File: src/rtl/tsdr_pkg.sv
// Package for the tile status and debug register bank.
// Assumes word-indexed processor-status addresses, one register a word.
package tsdr_pkg;

  // Processor-status register indices, as addressed by the access port.
  localparam logic [7:0] TSDR_OFF_TILE_WIRE_OSC = 8'h08;
  localparam logic [7:0] TSDR_OFF_PERIPH_CELL_OSC = 8'h09;
  localparam logic [7:0] TSDR_OFF_PERIPH_WIRE_OSC = 8'h0A;
  localparam logic [7:0] TSDR_OFF_MEM_SIZE = 8'h0C;
  localparam logic [7:0] TSDR_OFF_STATUS_SNAP = 8'h10;
  localparam logic [7:0] TSDR_OFF_PC_SNAP = 8'h11;
  localparam logic [7:0] TSDR_OFF_SP_SNAP = 8'h12;
  localparam logic [7:0] TSDR_OFF_THREAD_SEL = 8'h13;
  localparam logic [7:0] TSDR_OFF_INDEX_SEL = 8'h14;
  localparam logic [7:0] TSDR_OFF_HALT_CAUSE = 8'h15;

  // Widths of the live fields.
  localparam int TSDR_OSC_W = 16;
  localparam int TSDR_STATUS_W = 11;
  localparam int TSDR_THREAD_W = 8;
  localparam int TSDR_INDEX_W = 5;
  localparam int TSDR_CAUSE_W = 3;
  localparam int TSDR_HWIDX_W = 2;
  localparam int TSDR_NUM_OSC = 3;
  localparam int TSDR_NUM_HW = 4;

  // Status snapshot bit positions.
  localparam int TSDR_EVENTS_ON_BIT = 0;
  localparam int TSDR_INTERRUPTS_ON_BIT = 1;
  localparam int TSDR_IN_ENABLE_SEQ_BIT = 2;
  localparam int TSDR_IN_HANDLER_BIT = 3;
  localparam int TSDR_KERNEL_MODE_BIT = 4;
  localparam int TSDR_PAUSED_WAITING_BIT = 6;
  localparam int TSDR_FAST_ISSUE_BIT = 7;
  localparam int TSDR_ISSUE_MODE_BIT = 8;
  localparam int TSDR_KENTRY_MODE_BIT = 9;
  localparam int TSDR_ADDR_SPACE_BIT = 10;

  // Bits of the status snapshot that the debugger may overwrite; bit 8 is
  // a read-only view and bit 5 is reserved.
  localparam logic [10:0] TSDR_STATUS_WR_MASK = 11'h6DF;

  // Halt cause record field positions.
  localparam int TSDR_HALT_THREAD_LSB = 8;
  localparam int TSDR_HALT_INDEX_LSB = 16;

  // Memory size field starts above two reserved bits.
  localparam int TSDR_MEM_SIZE_LSB = 2;

  // Cause codes of the debug interrupt.
  typedef enum logic [2:0] {
    TSDR_CAUSE_NONE = 3'h0,
    TSDR_CAUSE_HOST = 3'h1,
    TSDR_CAUSE_DEBUG_CALL_INSTR = 3'h2,
    TSDR_CAUSE_IBREAK = 3'h3,
    TSDR_CAUSE_DWATCH = 3'h4,
    TSDR_CAUSE_RWATCH = 3'h5
  } tsdr_cause_t;

endpackage

File: src/rtl/tsdr_osc_counter.sv
// Counter for one ring oscillator, advanced by its synchronous tick.
// Assumes the tick is already in the core clock domain, one pulse per edge.
`timescale 1ns/100ps
module tsdr_osc_counter
  import tsdr_pkg::*;
#(
  parameter int W = TSDR_OSC_W
) (
  input wire logic clk,
  input wire logic por_n,
  input wire logic ce,
  input wire logic run,
  input wire logic tick,
  output logic [W-1:0] count
);

  // The whole state of this counter.
  typedef struct packed {
    logic [W-1:0] cnt;
  } tsdr_osc_state_t;

  tsdr_osc_state_t st_r;
  tsdr_osc_state_t st_nxt;

  // Refuse widths that the count cannot hold in one bus word.
  if (W < 1 || W > 32) begin : g_bad_width
    $error("tsdr_osc_counter: width must be 1 to 32");
  end

  // Count one step per oscillator tick while the oscillator runs.
  always_comb begin
    st_nxt = st_r;
    if (run && tick) begin
      st_nxt.cnt = st_r.cnt + W'(1);
    end
  end

  // Only power-up clears the count, so a system reset keeps it readable.
  always_ff @(posedge clk or negedge por_n) begin
    if (!por_n) begin
      st_r <= '0;
    end else if (ce) begin
      st_r <= st_nxt;
    end
  end

  assign count = st_r.cnt;

  property p_osc_step;
    @(posedge clk) disable iff (!por_n)
      ce && run && tick |=> count == W'($past(count) + W'(1));
  endproperty
  a_osc_step: assert property (p_osc_step)
    else $error("osc count missed a step");

  property p_osc_hold;
    @(posedge clk) disable iff (!por_n)
      !(ce && run && tick) |=> count == $past(count);
  endproperty
  a_osc_hold: assert property (p_osc_hold)
    else $error("osc count moved while stopped");

endmodule

File: src/rtl/tsdr_cause_encode.sv
// Encoder that turns debug-entry requests into a cause, thread and index.
// Assumes at most one logical thread is named per entry request.
`timescale 1ns/100ps
module tsdr_cause_encode
  import tsdr_pkg::*;
#(
  parameter int NHW = TSDR_NUM_HW
) (
  input wire logic host_req,
  input wire logic debug_call_instr_req,
  input wire logic [NHW-1:0] ibreak_hit,
  input wire logic [NHW-1:0] dwatch_hit,
  input wire logic [NHW-1:0] rwatch_hit,
  input wire logic [TSDR_THREAD_W-1:0] trig_thread,
  output logic [TSDR_CAUSE_W-1:0] cause,
  output logic [TSDR_THREAD_W-1:0] thread,
  output logic [TSDR_HWIDX_W-1:0] hw_index
);

  // Refuse more units than the index field can name.
  if (NHW < 1 || NHW > (1 << TSDR_HWIDX_W)) begin : g_bad_units
    $error("tsdr_cause_encode: unit count does not fit the index field");
  end

  // Lowest set bit of a hit vector; zero when none is set.
  function automatic logic [TSDR_HWIDX_W-1:0] lowest(
    input logic [NHW-1:0] v
  );
    logic [TSDR_HWIDX_W-1:0] r;
    r = '0;
    for (int i = NHW - 1; i >= 0; i--) begin
      if (v[i]) begin
        r = TSDR_HWIDX_W'(i);
      end
    end
    return r;
  endfunction

  // Host wins over the others so a stuck program cannot hide the host.
  always_comb begin
    cause = TSDR_CAUSE_NONE;
    thread = trig_thread;
    hw_index = '0;
    if (host_req) begin
      cause = TSDR_CAUSE_HOST;
      thread = '0;
    end else if (debug_call_instr_req) begin
      cause = TSDR_CAUSE_DEBUG_CALL_INSTR;
    end else if (|ibreak_hit) begin
      cause = TSDR_CAUSE_IBREAK;
      hw_index = lowest(ibreak_hit);
    end else if (|dwatch_hit) begin
      cause = TSDR_CAUSE_DWATCH;
      hw_index = lowest(dwatch_hit);
    end else if (|rwatch_hit) begin
      cause = TSDR_CAUSE_RWATCH;
      hw_index = lowest(rwatch_hit);
    end
  end

endmodule

File: src/rtl/tsdr_regs.sv
// Tile status and debug register bank behind the processor-status port.
// Assumes one core clock; oscillator ticks and requests arrive synchronous.
`timescale 1ns/100ps
// Behaviour
// - three read-only 16-bit oscillator counts
// - counts survive system reset, zero at power-up
// - read-only memory size in bits 31:2
// - capture saved status word on debug entry
// - status bits 0-4 flags and kernel mode
// - bit 7 fast issue, bit 6 paused
// - bits 8-10 issue modes and address space
// - capture saved program counter on entry
// - capture saved stack pointer on entry
// - 8-bit thread select for register read
// - 5-bit register index for register read
// - 3-bit cause code, reset zero
// - cause thread in 15:8, zero for host
// - unit index in 17:16, lowest wins
// - counts advance only while own oscillator runs
module tsdr_regs
  import tsdr_pkg::*;
#(
  parameter logic [31:0] MEM_BYTES = 32'h0004_0000,
  parameter int NHW = TSDR_NUM_HW
) (
  input wire logic clk,
  input wire logic rst_n,
  input wire logic por_n,
  input wire logic ce,
  input wire logic [7:0] ps_addr,
  input wire logic ps_wr,
  input wire logic ps_rd,
  input wire logic [31:0] ps_wdata,
  output logic [31:0] ps_rdata,
  output logic ps_rvalid,
  input wire logic debug_mode,
  input wire logic debug_enter,
  input wire logic [TSDR_STATUS_W-1:0] saved_status_word,
  input wire logic [31:0] saved_program_counter,
  input wire logic [31:0] saved_stack_pointer,
  input wire logic host_req,
  input wire logic debug_call_instr_req,
  input wire logic [NHW-1:0] ibreak_hit,
  input wire logic [NHW-1:0] dwatch_hit,
  input wire logic [NHW-1:0] rwatch_hit,
  input wire logic [TSDR_THREAD_W-1:0] trig_thread,
  input wire logic [TSDR_NUM_OSC-1:0] osc_run,
  input wire logic [TSDR_NUM_OSC-1:0] osc_tick,
  output logic [TSDR_THREAD_W-1:0] regread_thread_field,
  output logic [TSDR_INDEX_W-1:0] regread_index_field
);

  // Refuse a memory size that the word-aligned field cannot show.
  if (MEM_BYTES[TSDR_MEM_SIZE_LSB-1:0] != '0) begin : g_bad_mem
    $error("tsdr_regs: memory size must be a whole number of words");
  end

  // The whole register state of the bank, apart from the counters.
  typedef struct packed {
    logic [TSDR_STATUS_W-1:0] status;
    logic [31:0] pc;
    logic [31:0] sp;
    logic [TSDR_THREAD_W-1:0] tsel;
    logic [TSDR_INDEX_W-1:0] isel;
    logic [TSDR_CAUSE_W-1:0] cause;
    logic [TSDR_THREAD_W-1:0] cthread;
    logic [TSDR_HWIDX_W-1:0] cindex;
    logic [31:0] rdata;
    logic rvalid;
  } tsdr_state_t;

  tsdr_state_t st_r;
  tsdr_state_t st_nxt;

  // Live counts of the three oscillators.
  logic [TSDR_OSC_W-1:0] osc_count_value [TSDR_NUM_OSC];

  // Encoded cause of a debug entry in this cycle.
  logic [TSDR_CAUSE_W-1:0] enc_cause;
  logic [TSDR_THREAD_W-1:0] enc_thread;
  logic [TSDR_HWIDX_W-1:0] enc_index;

  // Accepted debug write; outside debug mode writes are dropped silently.
  logic dbg_wr;
  assign dbg_wr = ps_wr && debug_mode;

  // True when a write in this cycle lands on the given register.
  function automatic logic wr_hit(
    input logic we,
    input logic [7:0] addr,
    input logic [7:0] off
  );
    return we && (addr == off);
  endfunction

  // Zero-extend a 16-bit count into a bus word.
  function automatic logic [31:0] osc_word(
    input logic [TSDR_OSC_W-1:0] v
  );
    return {{(32 - TSDR_OSC_W){1'b0}}, v};
  endfunction

  // One counter per oscillator; each keeps its value over system reset.
  for (genvar g = 0; g < TSDR_NUM_OSC; g++) begin : g_osc
    tsdr_osc_counter #(
      .W(TSDR_OSC_W)
    ) u_cnt (
      .clk(clk),
      .por_n(por_n),
      .ce(ce),
      .run(osc_run[g]),
      .tick(osc_tick[g]),
      .count(osc_count_value[g])
    );
  end

  // Cause, thread and unit index of the current entry request.
  tsdr_cause_encode #(
    .NHW(NHW)
  ) u_cause (
    .host_req(host_req),
    .debug_call_instr_req(debug_call_instr_req),
    .ibreak_hit(ibreak_hit),
    .dwatch_hit(dwatch_hit),
    .rwatch_hit(rwatch_hit),
    .trig_thread(trig_thread),
    .cause(enc_cause),
    .thread(enc_thread),
    .hw_index(enc_index)
  );

  // Next-state logic: writes first, then debug-entry capture on top.
  // Capture is written last so it beats a debugger write in the same cycle.
  always_comb begin
    st_nxt = st_r;
    st_nxt.rvalid = ps_rd;
    if (wr_hit(dbg_wr, ps_addr, TSDR_OFF_STATUS_SNAP)) begin
      st_nxt.status = (st_r.status & ~TSDR_STATUS_WR_MASK) |
                      (ps_wdata[TSDR_STATUS_W-1:0] & TSDR_STATUS_WR_MASK);
    end
    if (wr_hit(dbg_wr, ps_addr, TSDR_OFF_PC_SNAP)) begin
      st_nxt.pc = ps_wdata;
    end
    if (wr_hit(dbg_wr, ps_addr, TSDR_OFF_SP_SNAP)) begin
      st_nxt.sp = ps_wdata;
    end
    if (wr_hit(dbg_wr, ps_addr, TSDR_OFF_THREAD_SEL)) begin
      st_nxt.tsel = ps_wdata[TSDR_THREAD_W-1:0];
    end
    if (wr_hit(dbg_wr, ps_addr, TSDR_OFF_INDEX_SEL)) begin
      st_nxt.isel = ps_wdata[TSDR_INDEX_W-1:0];
    end
    if (wr_hit(dbg_wr, ps_addr, TSDR_OFF_HALT_CAUSE)) begin
      st_nxt.cause = ps_wdata[TSDR_CAUSE_W-1:0];
      st_nxt.cthread =
        ps_wdata[TSDR_HALT_THREAD_LSB +: TSDR_THREAD_W];
      st_nxt.cindex = ps_wdata[TSDR_HALT_INDEX_LSB +: TSDR_HWIDX_W];
    end
    if (debug_enter) begin
      st_nxt.status = saved_status_word;
      // Bit 5 is reserved and must never read back as one.
      st_nxt.status[5] = 1'b0;
      st_nxt.pc = saved_program_counter;
      st_nxt.sp = saved_stack_pointer;
      st_nxt.cause = enc_cause;
      st_nxt.cthread = enc_thread;
      st_nxt.cindex = enc_index;
    end
    // Read mux; unmapped indices and reserved bits read as zero.
    st_nxt.rdata = '0;
    if (ps_rd) begin
      unique case (ps_addr)
        TSDR_OFF_TILE_WIRE_OSC: st_nxt.rdata = osc_word(osc_count_value[0]);
        TSDR_OFF_PERIPH_CELL_OSC: begin
          st_nxt.rdata = osc_word(osc_count_value[1]);
        end
        TSDR_OFF_PERIPH_WIRE_OSC: begin
          st_nxt.rdata = osc_word(osc_count_value[2]);
        end
        TSDR_OFF_MEM_SIZE: begin
          st_nxt.rdata = {MEM_BYTES[31:TSDR_MEM_SIZE_LSB],
                          {TSDR_MEM_SIZE_LSB{1'b0}}};
        end
        TSDR_OFF_STATUS_SNAP: begin
          st_nxt.rdata = {{(32 - TSDR_STATUS_W){1'b0}}, st_r.status};
        end
        TSDR_OFF_PC_SNAP: st_nxt.rdata = st_r.pc;
        TSDR_OFF_SP_SNAP: st_nxt.rdata = st_r.sp;
        TSDR_OFF_THREAD_SEL: begin
          st_nxt.rdata = {{(32 - TSDR_THREAD_W){1'b0}}, st_r.tsel};
        end
        TSDR_OFF_INDEX_SEL: begin
          st_nxt.rdata = {{(32 - TSDR_INDEX_W){1'b0}}, st_r.isel};
        end
        TSDR_OFF_HALT_CAUSE: begin
          st_nxt.rdata = {14'h0000, st_r.cindex, st_r.cthread, 5'h00,
                          st_r.cause};
        end
        default: st_nxt.rdata = '0;
      endcase
    end
  end

  // System reset clears the debug state; the counters are not touched.
  always_ff @(posedge clk or negedge rst_n) begin
    if (!rst_n) begin
      st_r <= '0;
    end else if (ce) begin
      st_r <= st_nxt;
    end
  end

  // Outputs come straight from the state flops.
  assign ps_rdata = st_r.rdata;
  assign ps_rvalid = st_r.rvalid;
  assign regread_thread_field = st_r.tsel;
  assign regread_index_field = st_r.isel;

  property p_status_capture;
    @(posedge clk) disable iff (!rst_n)
      ce && debug_enter |=>
        st_r.status == ($past(saved_status_word) & 11'h7DF);
  endproperty
  a_status_capture: assert property (p_status_capture)
    else $error("status snapshot not captured");

  property p_pc_capture;
    @(posedge clk) disable iff (!rst_n)
      ce && debug_enter ##1 ce && ps_rd && ps_addr == TSDR_OFF_PC_SNAP
        |=> ps_rdata == $past(saved_program_counter, 2);
  endproperty
  a_pc_capture: assert property (p_pc_capture)
    else $error("saved pc not readable after entry");

  property p_sp_capture;
    @(posedge clk) disable iff (!rst_n)
      ce && debug_enter |=> st_r.sp == $past(saved_stack_pointer);
  endproperty
  a_sp_capture: assert property (p_sp_capture)
    else $error("saved sp not captured");

  property p_no_write_outside_debug;
    @(posedge clk) disable iff (!rst_n)
      ce && ps_wr && !debug_mode && !debug_enter |=>
        st_r.tsel == $past(st_r.tsel) && st_r.isel == $past(st_r.isel);
  endproperty
  a_no_write_outside_debug: assert property(p_no_write_outside_debug)
    else $error("write accepted outside debug mode");

  property p_thread_write;
    @(posedge clk) disable iff (!rst_n)
      ce && debug_mode && ps_wr && ps_addr == TSDR_OFF_THREAD_SEL
        |=> regread_thread_field == $past(ps_wdata[7:0]);
  endproperty
  a_thread_write: assert property (p_thread_write)
    else $error("thread select not written");

  property p_index_write;
    @(posedge clk) disable iff (!rst_n)
      ce && debug_mode && ps_wr && ps_addr == TSDR_OFF_INDEX_SEL
        |=> regread_index_field == $past(ps_wdata[4:0]);
  endproperty
  a_index_write: assert property (p_index_write)
    else $error("index select not written");

  property p_osc_upper_zero;
    @(posedge clk) disable iff (!rst_n)
      ce && ps_rd && ps_addr inside {[TSDR_OFF_TILE_WIRE_OSC :
                                      TSDR_OFF_PERIPH_WIRE_OSC]}
        |=> ps_rvalid && ps_rdata[31:16] == 16'h0000;
  endproperty
  a_osc_upper_zero: assert property (p_osc_upper_zero)
    else $error("oscillator read has upper bits set");

  property p_mem_size;
    @(posedge clk) disable iff (!rst_n)
      ce && ps_rd && ps_addr == TSDR_OFF_MEM_SIZE
        |=> ps_rdata == {MEM_BYTES[31:2], 2'b00};
  endproperty
  a_mem_size: assert property (p_mem_size)
    else $error("memory size read wrong");

  property p_host_cause;
    @(posedge clk) disable iff (!rst_n)
      ce && debug_enter && host_req |=>
        st_r.cause == 3'h1 && st_r.cthread == '0 && st_r.cindex == '0;
  endproperty
  a_host_cause: assert property (p_host_cause)
    else $error("host cause fields wrong");

  property p_ibreak_lowest;
    @(posedge clk) disable iff (!rst_n)
      ce && debug_enter && !host_req && !debug_call_instr_req && ibreak_hit[0]
        |=> st_r.cause == 3'h3 && st_r.cindex == 2'h0;
  endproperty
  a_ibreak_lowest: assert property (p_ibreak_lowest)
    else $error("breakpoint index not lowest");

  property p_kernel_view;
    @(posedge clk) disable iff (!rst_n)
      ce && debug_mode && ps_wr && !debug_enter &&
        ps_addr == TSDR_OFF_STATUS_SNAP
        |=> st_r.status[8] == $past(st_r.status[8]) &&
            st_r.status[4] == $past(ps_wdata[4]);
  endproperty
  a_kernel_view: assert property (p_kernel_view)
    else $error("status write mask wrong");

endmodule

File: config.mk
export PLATFORM = sky130hd
export DESIGN_NAME = tsdr_regs
export DESIGN_NICKNAME = d
export VERILOG_FILES = /design/src/rtl/tsdr_pkg.sv /design/src/rtl/tsdr_osc_counter.sv /design/src/rtl/tsdr_cause_encode.sv /design/src/rtl/tsdr_regs.sv
export SDC_FILE = /design/constraint.sdc
export NUM_CORES = 1
export LEC_CHECK = 0
export ABC_AREA = 1
export BUFFER_PORTS_ARGS = -buffer_cell sky130_fd_sc_hd__buf_2
export CAP_MARGIN = 10
export CORE_ASPECT_RATIO = 1.1
export CORE_MARGIN = 2
export CORE_UTILIZATION = 25
export CTS_CLUSTER_DIAMETER = 60
export DETAILED_ROUTE_END_ITERATION = 10
export GPL_TIMING_DRIVEN = 0
export MAX_ROUTING_LAYER = met4
export SLEW_MARGIN = 20
export SYNTH_ARGS = -nofsm -noshare
export SYNTH_HDL_FRONTEND = slang
export SYNTH_SLANG_ARGS = --single-unit
File: constraint.sdc
create_clock -name clk -period 1.7 [get_ports clk]
set_clock_uncertainty 0.15 [all_clocks]
set_input_delay 0.085 -clock clk [delete_from_list [all_inputs] [get_ports clk]]
set_output_delay 0.085 -clock clk [all_outputs]
set_load 0.05 [all_outputs]
* After elaboration in Yosys (flattened, before gate mapping)
Index checks and enable logic that the tools add are counted.
Cells by class: equal/unequal tests 10, add/subtract/negate cells 3, mux-type cells 31, reduce and logical (&&, ||, !) cells 26, bitwise gates (word level) 1
Operators by type and width (number):
- case mux 32 bit (10 select lines) | 1
- two-way mux 32 bit | 3
- two-way mux 75 bit | 1
- adder 16 x 1 -> 16 bit (second input constant) | 3
- equality test 8 x 5 -> 1 bit (second input constant) | 6
- two-way mux 2 bit | 17
- equality test 8 x 4 -> 1 bit (second input constant) | 4
- two-way mux 13 bit | 2
- AND reduction 2 bit | 9
- two-way mux 3 bit | 5
- OR reduction 4 bit | 3
- two-way mux 11 bit | 1
- OR 9 x 11 -> 11 bit | 1
- logical AND 1 bit | 10
- two-way mux 8 bit | 1
- nonzero test 2 bit | 4
Word-level totals: input bits 151, output and inout bits 46, word-level logic and storage cells 84, register bits after elaboration 182

* Logic depth before layout (Yosys ltp)
depth after elaboration 10, gate-level depth with buffers 12, gate-level depth less buffers 11

* Cells and area by module
A second synthesis with hierarchy kept.
Unflattened totals: cells, all modules 1369, area, all modules 10197.3 µm²
By module, submodules not included:
- tsdr_regs | times used 1, seq. area each 3328.2 µm², area an instance 7415.9 µm², cells an instance 1005
- tsdr_osc_counter | times used 3, seq. area each 400.4 µm², area an instance 845.8 µm², cells an instance 102
- tsdr_cause_encode | times used 1, seq. area each 0.0 µm², area an instance 244.0 µm², cells an instance 58

* Worst setup path after synthesis
OpenSTA, ideal clock, no wires.
path kind reg2reg, from register g_osc[2].u_cnt.st_r (netlist bit g_osc[2].u_cnt.count[0]), to register g_osc[2].u_cnt.st_r (netlist bit g_osc[2].u_cnt.count[14]), stages on the path, launching flop included 11, buffers on the path 0, setup time 0.118 ns, setup slack 0.108 ns, data arrival time 1.324 ns, period minus slack after synthesis 1.592 ns, data required time 1.432 ns, path through dfrtp_1 > ha_1 > inv_1 > nor2_1 > nand2_1 > nor2_2 > nand2_1 > nor2_1 > nand2_1 > xor2_1 > inv_1
On the way: word-level cells in the longest chain between the ends 1
RTL lines:
- from (decl) | RTL line tsdr_osc_counter.sv:22 | tsdr_osc_state_t st_r;
- from (signal assigned) | RTL line tsdr_osc_counter.sv:43 | st_r <= st_nxt;
- adder 16 x 1 -> 16 bit | RTL line tsdr_osc_counter.sv:34 | st_nxt.cnt = st_r.cnt + W'(1);
No other way between the ends. A chain may end at the register's enable or synchronous reset.

* Worst setup path after layout
from register g_osc[2].u_cnt.st_r (netlist bit g_osc[2].u_cnt.count[1]), to register g_osc[2].u_cnt.st_r (netlist bit g_osc[2].u_cnt.count[12])
Same word-level chain as after synthesis.

==> results by group <==
Worst setup path
  – Worst path bufs/invs: 2
  – Largest delay share family, worst path: simple AND/OR/NAND/NOR gates
  – CP Max Fanout: 4
  – Crit Path Category: register to register
  – CP max-delay cell: dfrtp_1
  – CP Data Required Time: 1.89 ns
  – Critical path cell sequence: ha_2 -> inv_2 -> nor2_4 -> nand2_2 -> nor2_4 -> nand2_4 -> nor2_4 -> nand2_1 -> xor2_1 -> inv_1
  – Worst path most repeated cell: nor2_4
  – CP Launch Type: register
  – CP Capture Type: register
  – WP data arrival: 1.83 ns
  – Crit path largest cell delay: 0.37 ns

Logic synthesis
  – Syn_nets: 1443
  – Unique masters post-synth: 33
  – FF+latch count, synth: 181
  – Mapped Cells: 1289
  – Post-Syn Area per Cell: 7.68 µm²
  – Seq/Total Area, Yosys: 0.458
  – Ys Warns: 0
  – Post-Syn Area: 9900 µm²
  – Largest cells by area after synthesis: dfrtp_1 (46%), nand2_1 (15%), nand3_1 (6.0%), nor2_1 (4.7%), inv_1 (4.6%)
  – Synth top area share: 0.458
  – Synth area leader: dfrtp_1

Clocking
  – Clk sink count: 181
  – Root buffer cell: clkbuf_16
  – CTS Buf Count: 17
  – H-Tree Depth: 4
  – CTS tree: done
  – Clock transition at the registers of the reported paths: 0.07 ns
  – Clock Tree Buf Depth: 2
  – Clock Latency Late Sink: 0.45 ns

Die
  – Die area: 41200 µm²
  – Die Ht: 213 µm
  – IO Pins: 197
  – Core area: 39100 µm²
  – Site Rows: 76
  – Starting Density: 0.253
  – Die W: 194 µm

Cells and area
  – Fill cells: 4060
  – Cell area after layout: 14000 µm²
  – Share of cells above drive strength 1: 0.247
  – Layout area overhead: 41.1%
  – Register Area: 4530 µm²
  – Nets@finish: 1827
  – Cell Count, Final, Fillers Out: 2194
  – Multi-input combinational cell area: 4400 µm²

Timing
  – Final setup margin: 0.0631 ns
  – Final setup viols: 0
  – Period utilization: 0.963
  – Slew @ Worst Pin: 0.839 ns
  – Slew HR: 0.441
  – Final Hold Fails: 0
  – Max-slew violation count: 0
  – RSZ-0062 raised after global routing: true
  – Min Tclk post-route: 1.64 ns
  – Max Fclk: 611 MHz

Placed design
  – Pre-CTS WS: -0.390 ns
  – Placed standard-cell area: 11500 µm²
  – Detailed Place HPWL: 27900 µm
  – Port Buffers: 194
  – Placed cells: 1991
  – RD Place Congestion: 0.938

Drt
  – Vias: 9966
  – Drt wl/cell: 17.4 µm
  – Routed wire length: 38100 µm
  – Starting DRT DRC Count: 638
  – Vias/cell: 4.54
  – Drt first pass iters: 5
  – Post-DRT Antenna Nets: 0
  – DRC viols: 0

Power
  – Leak: 7.13 nW
  – PwrDens: 823 nW/µm²
  – Worst IR Drop VDD: 0.534 mV
  – Overall Power: 11.5 mW

Global routing
  – Initial antenna violation count: 1
  – Largest net degree at the start of global routing: 70
  – First-pass GRT wire length: 58200 µm
  – Vias in the first global route: 10183
  – GRT overflow: 0
  – GR Util All Layers: 0.190

Status
  – Status: finished, final reports clean

Job
  – Max-cap viol count: 0

Min path
  – Hold/Removal Path Class: primary input to register
[stage by stage]
step / setup TNS (ns) / util / hold WS [ns]
2_1_floorplan: 0 / - / -0.361
3_3_place_gp: -234.80 / 0.294 / 0.188
3_5_place_dp: -34.70 / 0.295 / -0.0753
4_1_cts: 0 / 0.351 / 0.00594
5_1_grt: -0.0535 / 0.357 / 0.0462
6_report: 0 / 0.357 / 0.0148
[report_power, final]
group | total (mW) | switching, mW | internal [mW]
Sequential | 5.15 | 0.358 | 4.80
Clock | 4.04 | 1.79 | 2.24
Combinational | 2.30 | 1.23 | 1.07
[worst paths after layout]
| kind | from | to | slack [ns] | depth (start not counted) |
|---|---|---|---|---|
| max in group asynchronous | rst_n | regread_thread_field[7]$_DFFE_PN0P_ | 0.63 | 3 |
| worst min register to register | g_osc[2].u_cnt.count[9]$_DFFE_PN0P_ | g_osc[2].u_cnt.count[9]$_DFFE_PN0P_ | 0.32 | 1 |
| worst max-delay path | g_osc[2].u_cnt.count[1]$_DFFE_PN0P_ | g_osc[2].u_cnt.count[12]$_DFFE_PN0P_ | 0.06 | 10 |
| min in group asynchronous | rst_n | ps_rdata[28]$_DFFE_PN0P_ | 0.02 | 2 |
| worst min-delay path | host_req | st_r[34]$_DFFE_PN0P_ | 0.01 | 8 |
| worst max register to register | g_osc[2].u_cnt.count[1]$_DFFE_PN0P_ | g_osc[2].u_cnt.count[12]$_DFFE_PN0P_ | 0.06 | 10 |
[per-layer routing]
layer	wire, µm	part of all wire	vias to the layer above	track usage
met5	0	0	-	-
li1	-	-	4817	-
met2	18600	0.49	339	0.322
met3	1490	0.039	94	0.0229
met4	1330	0.035	0	0.0698
met1	16700	0.44	4716	0.233
[kinds of logic after synthesis]
family                     after synthesis  synth area share
buffers and inverters                  230             0.113
DFF                                    181             0.458
adders and majority gates                3           0.00379
xor gates and xnor gates                37            0.0327
and+or+nand+nor                        680             0.289
muxes                                    6           0.00683
AOI/OAI and AO/OA                      152            0.0976
[worst register-to-register path: stages, from the launching register on]
cell	delay, ns
dfrtp_1	0.37
ha_2	0.18
inv_2	0.05
nor2_4	0.08
nand2_2	0.07
nor2_4	0.16
nand2_4	0.09
nor2_4	0.12
nand2_1	0.07
xor2_1	0.13
inv_1	0.05
[what timing repair did]
action,4_1_cts,5_1_grt
pin swaps,2,14
setup endpoints to repair,8,38
endpoints found under the hold margin,307,1
buffers inserted,7,14
gates resized for setup,8,46
hold buffers,151,1
[cell usage in the layout, fill, tap and decap left out, types with 7 or more instances in the layout]
master,count
nand2_1,388
buf_2,201
dfrtp_1,179
dlygate4sd3_1,149
inv_1,120
nor2_1,118
nand3_1,115
buf_4,70
o21ai_0,63
a31oi_1,41
xor2_1,29
o21ai_2,28
clkbuf_1,25
clkbuf_16,17
nand2_2,15
nor2_4,12
inv_2,10
xnor2_1,8
nor2_2,7
a21oi_1,7
buf_6,7
[state kept, by name, indices dropped and copies added (netlist names)]
signal and flops:
regread_thread_field 8, ps_rdata 32, st_r 87, g_osc.u_cnt.count 48, ps_rvalid 1, regread_index_field 5
[layout make-up]
type	count	share of cell area
Timing Repair Buffer	365	0.192
Inverter	130	0.0350
Clock inverter	11	0.00896
Buffer	100	0.0459
Antenna cell	1	0.000179
Sequential cell	181	0.325
Tap cell	507	0.0454
Clock buffer	21	0.0330
Multi-Input combinational cell	878	0.315
[synthesized netlist by cell type, drive strengths merged]
| cell | number |
|---|---|
| mux2 | 6 |
| inv | 130 |
| o31ai | 4 |
| o22ai | 1 |
| o21ai | 95 |
| nand2 | 404 |
| a21oi | 7 |
| nor3b | 1 |
| ha | 3 |
| nand3 | 122 |
| xnor2 | 8 |
| nand4 | 3 |
| a31oi | 41 |
| dfrtp | 181 |
| o211ai | 4 |
| clkbuf | 26 |
| xor2 | 29 |
| buf | 74 |
| nor2 | 137 |
| nor3 | 13 |
No activity file was read; power rests on OpenSTA's default activity.
